**config.mk**
```make
export PLATFORM = sky130hd
export DESIGN_NAME = dsr_regs
export DESIGN_NICKNAME = d
export VERILOG_FILES = /design/src/rtl/dsr_pkg.sv /design/src/rtl/dsr_vec_sel.sv /design/src/rtl/dsr_regs.sv
export SDC_FILE = /design/constraint.sdc
export NUM_CORES = 1
export LEC_CHECK = 0
export BUFFER_PORTS_ARGS = -buffer_cell sky130_fd_sc_hd__buf_2
export CAP_MARGIN = 20
export CORE_UTILIZATION = 39
export CTS_CLUSTER_SIZE = 8
export DETAILED_ROUTE_END_ITERATION = 6
export PLACE_DENSITY = 0.83
export SYNTH_ARGS = -nofsm -noshare
export SYNTH_HDL_FRONTEND = slang
export SYNTH_SLANG_ARGS = --single-unit
```
**constraint.sdc**
```tcl
create_clock -name mclk -period 1.1 [get_ports mclk]
set_input_delay 0.22 -clock mclk [delete_from_list [all_inputs] [get_ports mclk]]
set_output_delay 0.22 -clock mclk [all_outputs]
set_load 0.005 [all_outputs]
```
**src/rtl/dsr_pkg.sv**
```systemverilog
// package: addresses, bit positions and reset values of the debug unit's
// vector remap control and stall cause status registers.
// assumes one core clock and accesses from the single-wire link controller.
//
// Notes on behaviour
// remap control resets to all zero
// host writes zero to remap bits 7:3
// rom remap bit redirects vector fetches
// ram remap bit redirects vector fetches
// host writes zero to remap bit 1
// status register resets with only bit 4
// step enable bit is read write
// step flag hardware set, writes ignored
// reset flag set after reset, stall release clears
// direction flag: zero write, one read
// direction flag follows next data break, ignores writes
// second break flag set on hit, released
// first break flag set on hit, released
// stall release clears the cause flags
// step plus break sets both flags
// reserved bits read zero, ignore writes
package dsr_pkg;

	localparam int ADDR_W = 16;
	localparam int DATA_W = 8;
	localparam int VEC_W = 24;

	localparam logic [ADDR_W-1:0] VRC_ADDR = 16'h7f97;
	localparam logic [ADDR_W-1:0] CSR_ADDR = 16'h7f98;

	localparam logic [DATA_W-1:0] VRC_RESET = 8'h00;
	localparam logic [DATA_W-1:0] CSR_RESET = 8'h10;

	// remap control fields
	localparam int VRC_RAM_BIT = 0;
	localparam int VRC_ROM_BIT = 2;
	localparam logic [DATA_W-1:0] VRC_WMASK = 8'h05;

	// stall cause status fields
	localparam int CSR_BK1_BIT = 1;
	localparam int CSR_BK2_BIT = 2;
	localparam int CSR_DIR_BIT = 3;
	localparam int CSR_RST_BIT = 4;
	localparam int CSR_STF_BIT = 5;
	localparam int CSR_STE_BIT = 6;

	// vector table bases; rom and ram bases are product choices
	localparam logic [VEC_W-1:0] PROG_VEC_BASE = 24'h00_8000;
	localparam logic [VEC_W-1:0] ROM_VEC_DEFAULT = 24'h00_6000;
	localparam logic [VEC_W-1:0] RAM_VEC_DEFAULT = 24'h00_0000;

endpackage : dsr_pkg

```
**src/rtl/dsr_vec_sel.sv**
```systemverilog
// vector table base selector: turns the two remap bits into a registered base.
// assumes remap bits come from flip-flops on the same clock.
module dsr_vec_sel
	import dsr_pkg::*;
#(
	parameter logic [dsr_pkg::VEC_W-1:0] ROM_BASE = dsr_pkg::ROM_VEC_DEFAULT,
	parameter logic [dsr_pkg::VEC_W-1:0] RAM_BASE = dsr_pkg::RAM_VEC_DEFAULT
) (
	input wire logic mclk,
	input wire logic rst_n,
	input wire logic vector_to_rom,
	input wire logic vector_to_ram,
	output logic [dsr_pkg::VEC_W-1:0] vector_base
);

	logic [VEC_W-1:0] next_vector_base;

	////////////////////////////////////////////////////////////////////////
	// ram remap takes precedence when both are set
	always_comb begin
		if (vector_to_ram) begin
			next_vector_base = RAM_BASE;
		end else if (vector_to_rom) begin
			next_vector_base = ROM_BASE;
		end else begin
			next_vector_base = PROG_VEC_BASE;
		end
	end

	always_ff @(posedge mclk or negedge rst_n) begin
		if (!rst_n) begin
			vector_base <= PROG_VEC_BASE;
		end else begin
			vector_base <= next_vector_base;
		end
	end

endmodule : dsr_vec_sel

```
**src/rtl/dsr_regs.sv**
```systemverilog
// debug unit: vector remap control and stall cause status registers.
// assumes link reads and writes, stall events and stall release are
// single-cycle pulses from logic on mclk.
module dsr_regs
	import dsr_pkg::*;
#(
	parameter logic [dsr_pkg::VEC_W-1:0] ROM_BASE = dsr_pkg::ROM_VEC_DEFAULT,
	parameter logic [dsr_pkg::VEC_W-1:0] RAM_BASE = dsr_pkg::RAM_VEC_DEFAULT
) (
	input wire logic mclk,
	input wire logic rst_n,
	input wire logic link_wr,
	input wire logic link_rd,
	input wire logic [dsr_pkg::ADDR_W-1:0] link_addr,
	input wire logic [dsr_pkg::DATA_W-1:0] link_wdata,
	output logic [dsr_pkg::DATA_W-1:0] link_rdata,
	output logic link_rvalid,
	input wire logic step_stall,
	input wire logic reset_stall,
	input wire logic first_break_hit,
	input wire logic second_break_hit,
	input wire logic data_break,
	input wire logic break_is_read,
	input wire logic stall_release,
	output logic vector_to_rom,
	output logic vector_to_ram,
	output logic single_step_enable,
	output logic [dsr_pkg::VEC_W-1:0] vector_base
);

	logic [DATA_W-1:0] next_link_rdata;
	logic next_link_rvalid;
	logic next_vector_to_rom;
	logic next_vector_to_ram;
	logic next_single_step_enable;
	logic single_step_flag;
	logic next_single_step_flag;
	logic reset_flag;
	logic next_reset_flag;
	logic break_direction_flag;
	logic next_break_direction_flag;
	logic second_break_flag;
	logic next_second_break_flag;
	logic first_break_flag;
	logic next_first_break_flag;
	logic vrc_wr;
	logic csr_wr;
	logic any_break;
	logic [DATA_W-1:0] vrc_value;
	logic [DATA_W-1:0] csr_value;

	////////////////////////////////////////////////////////////////////////
	// cause flag update: a set in the release cycle wins
	function automatic logic cause_next(
		input logic cur,
		input logic set,
		input logic clr
	);
		cause_next = set | (cur & ~clr);
	endfunction : cause_next

	////////////////////////////////////////////////////////////////////////
	// address decode
	assign vrc_wr = link_wr && (link_addr == VRC_ADDR);
	assign csr_wr = link_wr && (link_addr == CSR_ADDR);
	assign any_break = first_break_hit | second_break_hit;

	// reserved positions assemble as zero
	always_comb begin
		vrc_value = '0;
		vrc_value[VRC_ROM_BIT] = vector_to_rom;
		vrc_value[VRC_RAM_BIT] = vector_to_ram;
		csr_value = '0;
		csr_value[CSR_STE_BIT] = single_step_enable;
		csr_value[CSR_STF_BIT] = single_step_flag;
		csr_value[CSR_RST_BIT] = reset_flag;
		csr_value[CSR_DIR_BIT] = break_direction_flag;
		csr_value[CSR_BK2_BIT] = second_break_flag;
		csr_value[CSR_BK1_BIT] = first_break_flag;
	end

	////////////////////////////////////////////////////////////////////////
	// remap control register
	always_comb begin
		next_vector_to_rom = vector_to_rom;
		next_vector_to_ram = vector_to_ram;
		if (vrc_wr) begin
			// only writable positions are kept
			next_vector_to_rom = link_wdata[VRC_ROM_BIT] & VRC_WMASK[VRC_ROM_BIT];
			next_vector_to_ram = link_wdata[VRC_RAM_BIT] & VRC_WMASK[VRC_RAM_BIT];
		end
	end

	always_ff @(posedge mclk or negedge rst_n) begin
		if (!rst_n) begin
			vector_to_rom <= VRC_RESET[VRC_ROM_BIT];
			vector_to_ram <= VRC_RESET[VRC_RAM_BIT];
		end else begin
			vector_to_rom <= next_vector_to_rom;
			vector_to_ram <= next_vector_to_ram;
		end
	end

	dsr_vec_sel #(
		.ROM_BASE(ROM_BASE),
		.RAM_BASE(RAM_BASE)
	) u_vec_sel (
		.mclk(mclk),
		.rst_n(rst_n),
		.vector_to_rom(vector_to_rom),
		.vector_to_ram(vector_to_ram),
		.vector_base(vector_base)
	);

	////////////////////////////////////////////////////////////////////////
	// stall cause status register
	always_comb begin
		next_single_step_enable = single_step_enable;
		if (csr_wr) begin
			next_single_step_enable = link_wdata[CSR_STE_BIT];
		end
		// flag bits ignore link writes entirely
		next_single_step_flag = cause_next(single_step_flag,
			step_stall & single_step_enable, stall_release);
		next_reset_flag = cause_next(reset_flag, reset_stall, stall_release);
		next_second_break_flag = cause_next(second_break_flag,
			second_break_hit, stall_release);
		next_first_break_flag = cause_next(first_break_flag,
			first_break_hit, stall_release);
		next_break_direction_flag = break_direction_flag;
		if (any_break && data_break) begin
			next_break_direction_flag = break_is_read;
		end
	end

	always_ff @(posedge mclk or negedge rst_n) begin
		if (!rst_n) begin
			single_step_enable <= CSR_RESET[CSR_STE_BIT];
			single_step_flag <= CSR_RESET[CSR_STF_BIT];
			reset_flag <= CSR_RESET[CSR_RST_BIT];
			break_direction_flag <= CSR_RESET[CSR_DIR_BIT];
			second_break_flag <= CSR_RESET[CSR_BK2_BIT];
			first_break_flag <= CSR_RESET[CSR_BK1_BIT];
		end else begin
			single_step_enable <= next_single_step_enable;
			single_step_flag <= next_single_step_flag;
			reset_flag <= next_reset_flag;
			break_direction_flag <= next_break_direction_flag;
			second_break_flag <= next_second_break_flag;
			first_break_flag <= next_first_break_flag;
		end
	end

	////////////////////////////////////////////////////////////////////////
	// read path: data one cycle after the read strobe, held until next read
	always_comb begin
		next_link_rvalid = link_rd;
		next_link_rdata = link_rdata;
		if (link_rd) begin
			if (link_addr == VRC_ADDR) begin
				next_link_rdata = vrc_value;
			end else if (link_addr == CSR_ADDR) begin
				next_link_rdata = csr_value;
			end else begin
				next_link_rdata = '0;
			end
		end
	end

	always_ff @(posedge mclk or negedge rst_n) begin
		if (!rst_n) begin
			link_rdata <= '0;
			link_rvalid <= 1'b0;
		end else begin
			link_rdata <= next_link_rdata;
			link_rvalid <= next_link_rvalid;
		end
	end

	////////////////////////////////////////////////////////////////////////
	// checks

	property p_vrc_reset_zero;
		@(posedge mclk) $rose(rst_n) |-> (vector_to_rom == 1'b0) && (vector_to_ram == 1'b0);
	endproperty
	a_vrc_reset_zero: assert property (p_vrc_reset_zero)
		else $error("remap control not zero after reset");

	property p_rom_remap_base;
		@(posedge mclk) disable iff (!rst_n)
		vector_to_rom && !vector_to_ram ##1 vector_to_rom && !vector_to_ram
			|-> vector_base == ROM_BASE;
	endproperty
	a_rom_remap_base: assert property (p_rom_remap_base)
		else $error("rom remap does not select rom base");

	property p_ram_remap_base;
		@(posedge mclk) disable iff (!rst_n)
		vector_to_ram ##1 vector_to_ram |-> vector_base == RAM_BASE;
	endproperty
	a_ram_remap_base: assert property (p_ram_remap_base)
		else $error("ram remap does not select ram base");

	property p_prog_base;
		@(posedge mclk) disable iff (!rst_n)
		!vector_to_ram && !vector_to_rom ##1 !vector_to_ram && !vector_to_rom
			|-> vector_base == PROG_VEC_BASE;
	endproperty
	a_prog_base: assert property (p_prog_base)
		else $error("no remap but base is not program memory");

	property p_csr_reset_value;
		@(posedge mclk) $rose(rst_n) |-> csr_value == CSR_RESET;
	endproperty
	a_csr_reset_value: assert property (p_csr_reset_value)
		else $error("status register reset value wrong");

	property p_step_enable_write;
		@(posedge mclk) disable iff (!rst_n)
		csr_wr |=> single_step_enable == $past(link_wdata[CSR_STE_BIT]);
	endproperty
	a_step_enable_write: assert property (p_step_enable_write)
		else $error("step enable did not take written value");

	property p_step_flag_set;
		@(posedge mclk) disable iff (!rst_n)
		step_stall && single_step_enable |=> single_step_flag;
	endproperty
	a_step_flag_set: assert property (p_step_flag_set)
		else $error("step stall did not set step flag");

	property p_step_off_ignored;
		@(posedge mclk) disable iff (!rst_n)
		step_stall && !single_step_enable && !stall_release |=> $stable(single_step_flag);
	endproperty
	a_step_off_ignored: assert property (p_step_off_ignored)
		else $error("step stall changed flag while stepping off");

	property p_step_release_clears;
		@(posedge mclk) disable iff (!rst_n)
		stall_release && !step_stall |=> !single_step_flag;
	endproperty
	a_step_release_clears: assert property (p_step_release_clears)
		else $error("stall release left step flag set");

	property p_reset_flag_set;
		@(posedge mclk) disable iff (!rst_n)
		reset_stall |=> reset_flag;
	endproperty
	a_reset_flag_set: assert property (p_reset_flag_set)
		else $error("reset stall did not set reset flag");

	property p_flags_ignore_write;
		@(posedge mclk) disable iff (!rst_n)
		csr_wr && !step_stall && !reset_stall && !any_break && !stall_release
			|=> csr_value[5:1] == $past(csr_value[5:1]);
	endproperty
	a_flags_ignore_write: assert property (p_flags_ignore_write)
		else $error("write changed a read-only flag");

	property p_release_clears;
		@(posedge mclk) disable iff (!rst_n)
		stall_release && !reset_stall && !any_break
			|=> !reset_flag && !first_break_flag && !second_break_flag;
	endproperty
	a_release_clears: assert property (p_release_clears)
		else $error("stall release left a cause flag set");

	property p_set_beats_release;
		@(posedge mclk) disable iff (!rst_n)
		stall_release && first_break_hit |=> first_break_flag;
	endproperty
	a_set_beats_release: assert property (p_set_beats_release)
		else $error("break hit lost in release cycle");

	property p_direction_capture;
		@(posedge mclk) disable iff (!rst_n)
		any_break && data_break |=> break_direction_flag == $past(break_is_read);
	endproperty
	a_direction_capture: assert property (p_direction_capture)
		else $error("direction flag did not capture access type");

	property p_direction_survives_release;
		@(posedge mclk) disable iff (!rst_n)
		stall_release && !any_break |=> $stable(break_direction_flag);
	endproperty
	a_direction_survives_release: assert property (p_direction_survives_release)
		else $error("direction flag changed on stall release");

	property p_step_and_break;
		@(posedge mclk) disable iff (!rst_n)
		step_stall && single_step_enable && second_break_hit
			|=> single_step_flag && second_break_flag;
	endproperty
	a_step_and_break: assert property (p_step_and_break)
		else $error("step with break did not set both flags");

	property p_reserved_zero;
		@(posedge mclk) disable iff (!rst_n)
		link_rvalid |-> (($past(link_addr) == VRC_ADDR) ?
			((link_rdata & ~VRC_WMASK) == 8'h00) :
			((link_rdata[7] == 1'b0) && (link_rdata[0] == 1'b0)));
	endproperty
	a_reserved_zero: assert property (p_reserved_zero)
		else $error("reserved read bit not zero");

	property p_read_latency;
		@(posedge mclk) disable iff (!rst_n)
		link_rd && link_addr == VRC_ADDR |=> link_rvalid && link_rdata == $past(vrc_value);
	endproperty
	a_read_latency: assert property (p_read_latency)
		else $error("remap read data wrong or late");

endmodule : dsr_regs

```
==> summary.txt, run 1 <==
Yosys
  – Largest family of logic cells by synthesized area: buffers and inverters
  – Compound-Gate Fraction of Synth Area: 7.03%
  – Synth Area in XOR/XNOR: 0%
  – Post-synthesis mux area share: 5.17%
  – Asr flop ratio synth: 100%
  – Post-Synth Simple-Gate Area: 17.9%
  – Post-Synthesis Cells: 86
  – Syn Area/Cell: 11.0 sq um
  – Register bit total from synthesis: 18
  – Adder-Cell Fraction of Synth Area: 0%
  – Ys flop type: dfrtp_1
  – Register area share after synthesis: 48.0%
  – Mapped Area: 943 sq um
  – Yosys cell types: 26
  – Post-synth EDFFs: 0
  – Yosys warns: 0

Clock network
  – Num CTS Buffers: 3
  – Clock Sinks: 18
  – Worst-Skew Late Latency: 0.29 ns
  – Root buffer cell: clkbuf_4
  – CTS tree: built
  – H-tree levels: 1
  – Maximum root-to-sink buffer count: 2
  – Clock-pin slew on the worst setup and hold paths: 0.10 ns

Detailed routing
  – Vias per cell: 4.53
  – DRC Markers: 0
  – Routed wire length per instance: 11.2 um
  – Detailed-route via count: 757
  – Initial DRC count: 14
  – Drt first pass iters: 3
  – Final wirelength: 1870 um
  – Antenna-violating nets left: 0

Worst setup path
  – Worst reg2reg endpoint: vector_to_rom$_DFFE_PN0P_
  – CP Class: input port to flop
  – CP endpoint kind: flop
  – Worst Setup SP: link_addr[2]
  – FF-to-FF path depth: 2
  – Crit path required time: 1.28 ns
  – Crit path to: single_step_enable$_DFFE_PN0P_
  – Crit-path max FO: 2
  – R2r startpoint: vector_to_rom$_DFFE_PN0P_
  – Setup crit start kind: input port
  – Worst Path Arrival: 1.41 ns
  – Setup slack, reg-to-reg: 0.16 ns

Global routing
  – Pin count of the biggest net entering global routing: 19
  – Initial antenna violation count: 0
  – Vias in the first global route: 720
  – First-pass GRT wire length: 2880 um
  – Gr ovfl total: 0
  – All-Layer GR Usage: 15.0%

Hold path
  – Hold crit path type: input port to flop
  – Hold path startpoint: second_break_hit

Finish
  – Ant. Diodes: 0
  – Design area: 1270 sq um
  – Commonest non-fill, non-tap cell in the layout: buf_2
  – Final nets: 175
  – Fin cells: 167
  – Share of cells above drive strength 1: 52.5%
  – Synthesis-to-layout area growth: 34.2%
  – Most frequent cells in the layout: 42 x buf_2, 22 x conb_1, 16 x dfrtp_1

STA
  – RSZ-0062 raised after global routing: yes
  – Min Tclk post-route: 1.23 ns
  – Worst Clk Skew: 0.00165 ns
  – Fin. Hold Viols: 0
  – PnR worst setup slack: -0.132 ns
  – Fin crit share: 112%
  – Max Fclk: 0.811 GHz
  – # setup viols final: 11
  – Pins Over Slew Limit: 0

Power
  – Maximum VDD drop: 0.468 mV
  – Leak Pwr: 0.000684 uW
  – PwrDens: 967 nW/um^2

Floorplan
  – Die height: 51.2 um
  – Core Region: 2250 sq um
  – Die area: 2620 sq um
  – Top-Level Pins: 71
  – Placement Rows: 17
  – Die width: 51.2 um
  – Starting Density: 41.8%

Run
  – Max Cap Violations: 0

Placement
  – DP HPWL: 1440 um
  – Post-Place Cells: 158
  – Buffers added on ports: 43
  – Gp weighted congestion: 0.693
  – Placed instance area: 1130 sq um

Status
  – Failing checks: negative setup slack
  – Outcome: finished, violations left
## logic make-up (layout without fill, tap and decap cells)
kind of cell	Yosys count	after routing
other	1	22
and+or+nand+nor	21	21
buffers and inverters	31	63
DFF	18	18
AOI/OAI and AO/OA	11	11
muxes	4	4
## registers in the layout, summed over array words and instances (netlist names)
| register | cells |
|---|---|
| single_step_enable | 1 |
| first_break_flag | 1 |
| vector_to_ram | 1 |
| reset_flag | 1 |
| second_break_flag | 1 |
| u_vec_sel.vector_base | 2 |
| break_direction_flag | 1 |
| link_rdata | 7 |
| link_rvalid | 1 |
| single_step_flag | 1 |
| vector_to_rom | 1 |
## power breakdown
| part | internal (uW) | switching (uW) | total (uW) |
|---|---|---|---|
| Clock | 201 | 196 | 397 |
| Combinational | 65.5 | 74.3 | 140 |
| Sequential | 678 | 10.5 | 688 |
| Total | 945 | 280 | 1230 |
## through the flow
stage,power (uW),hold slack [ns],util [%],worst slack (ns),setup TNS (ns)
6_report,1230,0.116,56.2,-0.132,-0.861
5_1_grt,1280,0.0992,56.2,-0.170,-1.36
4_1_cts,1220,0.112,54.4,-0.141,-0.696
3_5_place_dp,825,0.161,49.9,-0.531,-4.22
3_3_place_gp,819,0.152,49.9,-0.456,-3.62
2_1_floorplan,799,-0.0756,-,-0.432,-2.23
## layout make-up
class / count / area, sq um
tap: 28 / 35.0
inverter: 7 / 26.3
multi-input combinational: 58 / 424
sequential: 18 / 453
fill: 211 / 988
clock buffer: 4 / 36.3
timing repair buffer: 52 / 292
## cell usage after synthesis (2+ instances only)
master	number	area share (%)
inv_1	7	2.8
o21ai_1	5	2.7
nand3_1	9	4.8
a21o_1	3	2.4
dfstp_2	2	5.6
buf_4	23	18
o21ai_0	2	1.1
dfrtp_1	16	42
mux2_1	2	2.4
## layer usage
layer	global-route usage, %	up-vias	routed length [um]
met5	0	-	0
met4	8.33	0	31
met3	2.38	4	143
met2	28.5	46	1010
met1	15.3	354	679
li1	-	353	-
## worst min-delay path by stage
| stage | endpoint | cells after the start |
|---|---|---|
| after global placement | vector_to_rom$_DFFE_PN0P_ | 1 |
| final | second_break_flag$_DFF_PN0_ | 2 |
| after global routing | reset_flag$_DFF_PN1_ | 2 |
| after CTS | second_break_flag$_DFF_PN0_ | 2 |
| after floorplan | break_direction_flag$_DFFE_PN0P_ | 0 |
| after detailed placement | vector_to_ram$_DFFE_PN0P_ | 1 |
## repair_timing
action,CTS,global route
hold buffers,1,0
pin swaps,5,2
hold endpoints to repair,16,0
resized for setup,9,2
buffers inserted,1,3
endpoints found under the setup margin,11,14
## critical path, cell delays in order
cell,delay (ns)
buf_6,0.09
or4b_4,0.54
nor4_4,0.19
nand2_2,0.09
mux2_4,0.29
Power figures use the tool's default switching activity.
==> run 2, diff against run 1 <==
==> constraint.sdc (replaced) <==
create_clock -name mclk -period 1.1 [get_ports mclk]
set_input_delay 0.11 -clock mclk [delete_from_list [all_inputs] [get_ports mclk]]
set_output_delay 0.11 -clock mclk [all_outputs]
set_load 0.005 [all_outputs]
==> summary.txt, run 2 (synthesis gave the netlist of run 1 again) <==
Status
  – Failing checks: negative setup slack
  – Outcome: finished, violations left

Clock network
  – Worst-Skew Late Latency: 0.29 ns (about the same)
  – Maximum root-to-sink buffer count: 2 (unchanged)
  – H-tree levels: 1 (unchanged)
  – Clock-pin slew on the worst setup and hold paths: 0.10 ns (about the same)
  – Num CTS Buffers: 3 (unchanged)
  – Root buffer cell: clkbuf_4
  – Clock Sinks: 18 (unchanged)
  – CTS tree: built

Detailed routing
  – Drt first pass iters: 2 (-1)
  – Final wirelength: 1910 um (+2.6%)
  – Antenna-violating nets left: 0 (unchanged)
  – DRC Markers: 0 (unchanged)
  – Vias per cell: 4.44 (-2.1%)
  – Detailed-route via count: 737 (-2.6%)
  – Routed wire length per instance: 11.5 um (+3.2%)
  – Initial DRC count: 2 (-12)

Worst setup path
  – Top delay family on crit path: simple AND/OR/NAND/NOR gates
  – Crit path max-delay cell type: or4b_4
  – Crit path required time: 1.28 ns (about the same)
  – Crit-path max FO: 2 (unchanged)
  – CP endpoint kind: flop
  – Critical path buffers and inverters: 1 (unchanged)
  – Worst Path Arrival: 1.32 ns (-0.09 ns)
  – CP cell instances: buf_6, or4b_4, nor4_4, nand2_2, mux2_4
  – Max stage delay on crit path: 0.54 ns (about the same)
  – Setup crit start kind: input port
  – CP Class: input port to flop

Power
  – Clock power share: 32.1% (-0.3 points)
  – Maximum VDD drop: 0.544 mV (+16%)
  – PwrDens: 977 nW/um^2 (+1.0%)
  – Comb pwr share: 12.1% (+0.7 points)
  – Net Sw Power: 281 uW (+0.29%)
  – Sw Share: 22.8% (-0.075 points)
  – Sequential share of power: 55.8% (-0.4 points)
  – Leak Pwr: 0.000690 uW (+0.84%)
  – Int Power: 952 uW (+0.72%)

Floorplan
  – Die area: 2620 sq um (unchanged)
  – Die height: 51.2 um (unchanged)
  – Top-Level Pins: 71 (unchanged)
  – Die width: 51.2 um (unchanged)
  – Starting Density: 41.8% (unchanged)
  – Placement Rows: 17 (unchanged)
  – Core Region: 2250 sq um (unchanged)

STA
  – Fin. Hold Viols: 0 (unchanged)
  – Setup tns final: -0.0552 ns (+0.806 ns)
  – Min Tclk post-route: 1.15 ns (-0.0865 ns)
  – Worst Clk Skew: 0.00674 ns (+0.00509 ns)
  – PnR worst setup slack: -0.0458 ns (+0.0865 ns)
  – Fin crit share: 104% (-7.9 points)
  – RSZ-0062 raised after global routing: yes
  – Pins Over Slew Limit: 0 (unchanged)
  – Max Fclk: 0.873 GHz (+7.6%)
  – # setup viols final: 2 (-9)

Finish
  – Design area: 1260 sq um (-0.39%)
  – Max reg flops: 7 (unchanged)
  – Commonest non-fill, non-tap cell in the layout: buf_2
  – Largest register by flop count: link_rdata
  – Fin cells: 166 (-0.60%)
  – Final nets: 174 (-0.57%)
  – Ant. Diodes: 0 (unchanged)
  – Most frequent cells in the layout: 41 x buf_2, 22 x conb_1, 16 x dfrtp_1
  – Synthesis-to-layout area growth: 33.7%
  – Top flop regs: link_rdata: 7 flops, u_vec_sel.vector_base: 2 flops
  – Share of cells above drive strength 1: 50.0% (-2.5 points)

Hold path
  – Hold crit path type: input port to flop

Placement
  – DP HPWL: 1430 um (-0.35%)
  – Buffers added on ports: 43 (unchanged)
  – Placed instance area: 1130 sq um (unchanged)
  – Post-Place Cells: 158 (unchanged)
  – Gp weighted congestion: 0.693 (unchanged)

Global routing
  – Initial antenna violation count: 0 (unchanged)
  – First-pass GRT wire length: 2900 um (+0.69%)
  – Gr ovfl total: 0 (unchanged)
  – All-Layer GR Usage: 15.4% (+0.38 points)
  – Vias in the first global route: 741 (+2.9%)
  – Pin count of the biggest net entering global routing: 19 (unchanged)

Run
  – Max Cap Violations: 0 (unchanged)
[run 2: cell count changes in the layout (fill, tap and decap cells not counted), moves of 2 or more]
| cell | change |
|---|---|
| buf_4 | -3 |
| dlygate4sd3_1 | +2 |
| nand3_1 | +2 |
| nand3_2 | -2 |
[run 2: path summary, 6_finish.rpt]
check                           slack (ns)                 startpoint  cells past startpoint                                  end
min in group asynchronous             0.26                      rst_n                      2            link_rdata[5]$_DFFE_PN0P_
max in group asynchronous             0.52                      rst_n                      2  u_vec_sel.vector_base[15]$_DFF_PN1_
worst max-delay path                 -0.05               link_addr[2]                      5       single_step_enable$_DFFE_PN0P_
worst max register to register        0.27  vector_to_ram$_DFFE_PN0P_                      1            vector_to_ram$_DFFE_PN0P_
worst min-delay path                  0.02            first_break_hit                      2           first_break_flag$_DFF_PN0_
worst min register to register        0.46  vector_to_rom$_DFFE_PN0P_                      1  u_vec_sel.vector_base[15]$_DFF_PN1_
[run 2: metal layers]
metal | vias to the layer above | GRT usage (%) | share of wire, % | wire length [um]
li1 | 348 | - | - | -
met1 | 339 | 13.8 | 35 | 665
met2 | 46 | 31.1 | 56 | 1070
met3 | 4 | 2.98 | 7.9 | 152
met4 | 0 | 8.33 | 1.5 | 29
met5 | - | 0 | 0 | 0
[run 2: timing repair]
action,CTS,global route
gates resized for setup,2,9
setup endpoints to repair,4,7
endpoints found under the hold margin,17,1
pin swaps,1,4
hold buffers,2,1
setup buffers,0,1
[run 2: area by class of cell]
cell class | count | area, sq um
clock buffer | 4 | 36.3
fill | 205 | 993
inverter | 7 | 26.3
multi-input combinational | 58 | 415
sequential | 18 | 453
tap | 28 | 35.0
timing repair buffer | 51 | 295
[run 2: stage by stage]
| stage | setup WS, ns | hold slack, ns | power, uW | utilization (%) |
|---|---|---|---|---|
| 2_1_floorplan | -0.322 | -0.186 | 799 | - |
| 4_1_cts | -0.0321 | 0.000853 | 1230 | 53.0 |
| 5_1_grt | -0.0592 | 0.0129 | 1290 | 55.9 |
| 3_3_place_gp | -0.346 | 0.0423 | 819 | 49.9 |
| 6_report | -0.0458 | 0.0152 | 1230 | 55.9 |
| 3_5_place_dp | -0.419 | 0.0515 | 825 | 49.9 |
[run 2: power by group through the flow]
stage | registers (uW) | clock network (uW) | logic [uW]
after global routing | 690 | 436 | 166
after detailed placement | 698 | 0 | 127
final | 688 | 395 | 149
after CTS | 686 | 406 | 135
after global placement | 697 | 0 | 123
after floorplan | 696 | 0 | 103
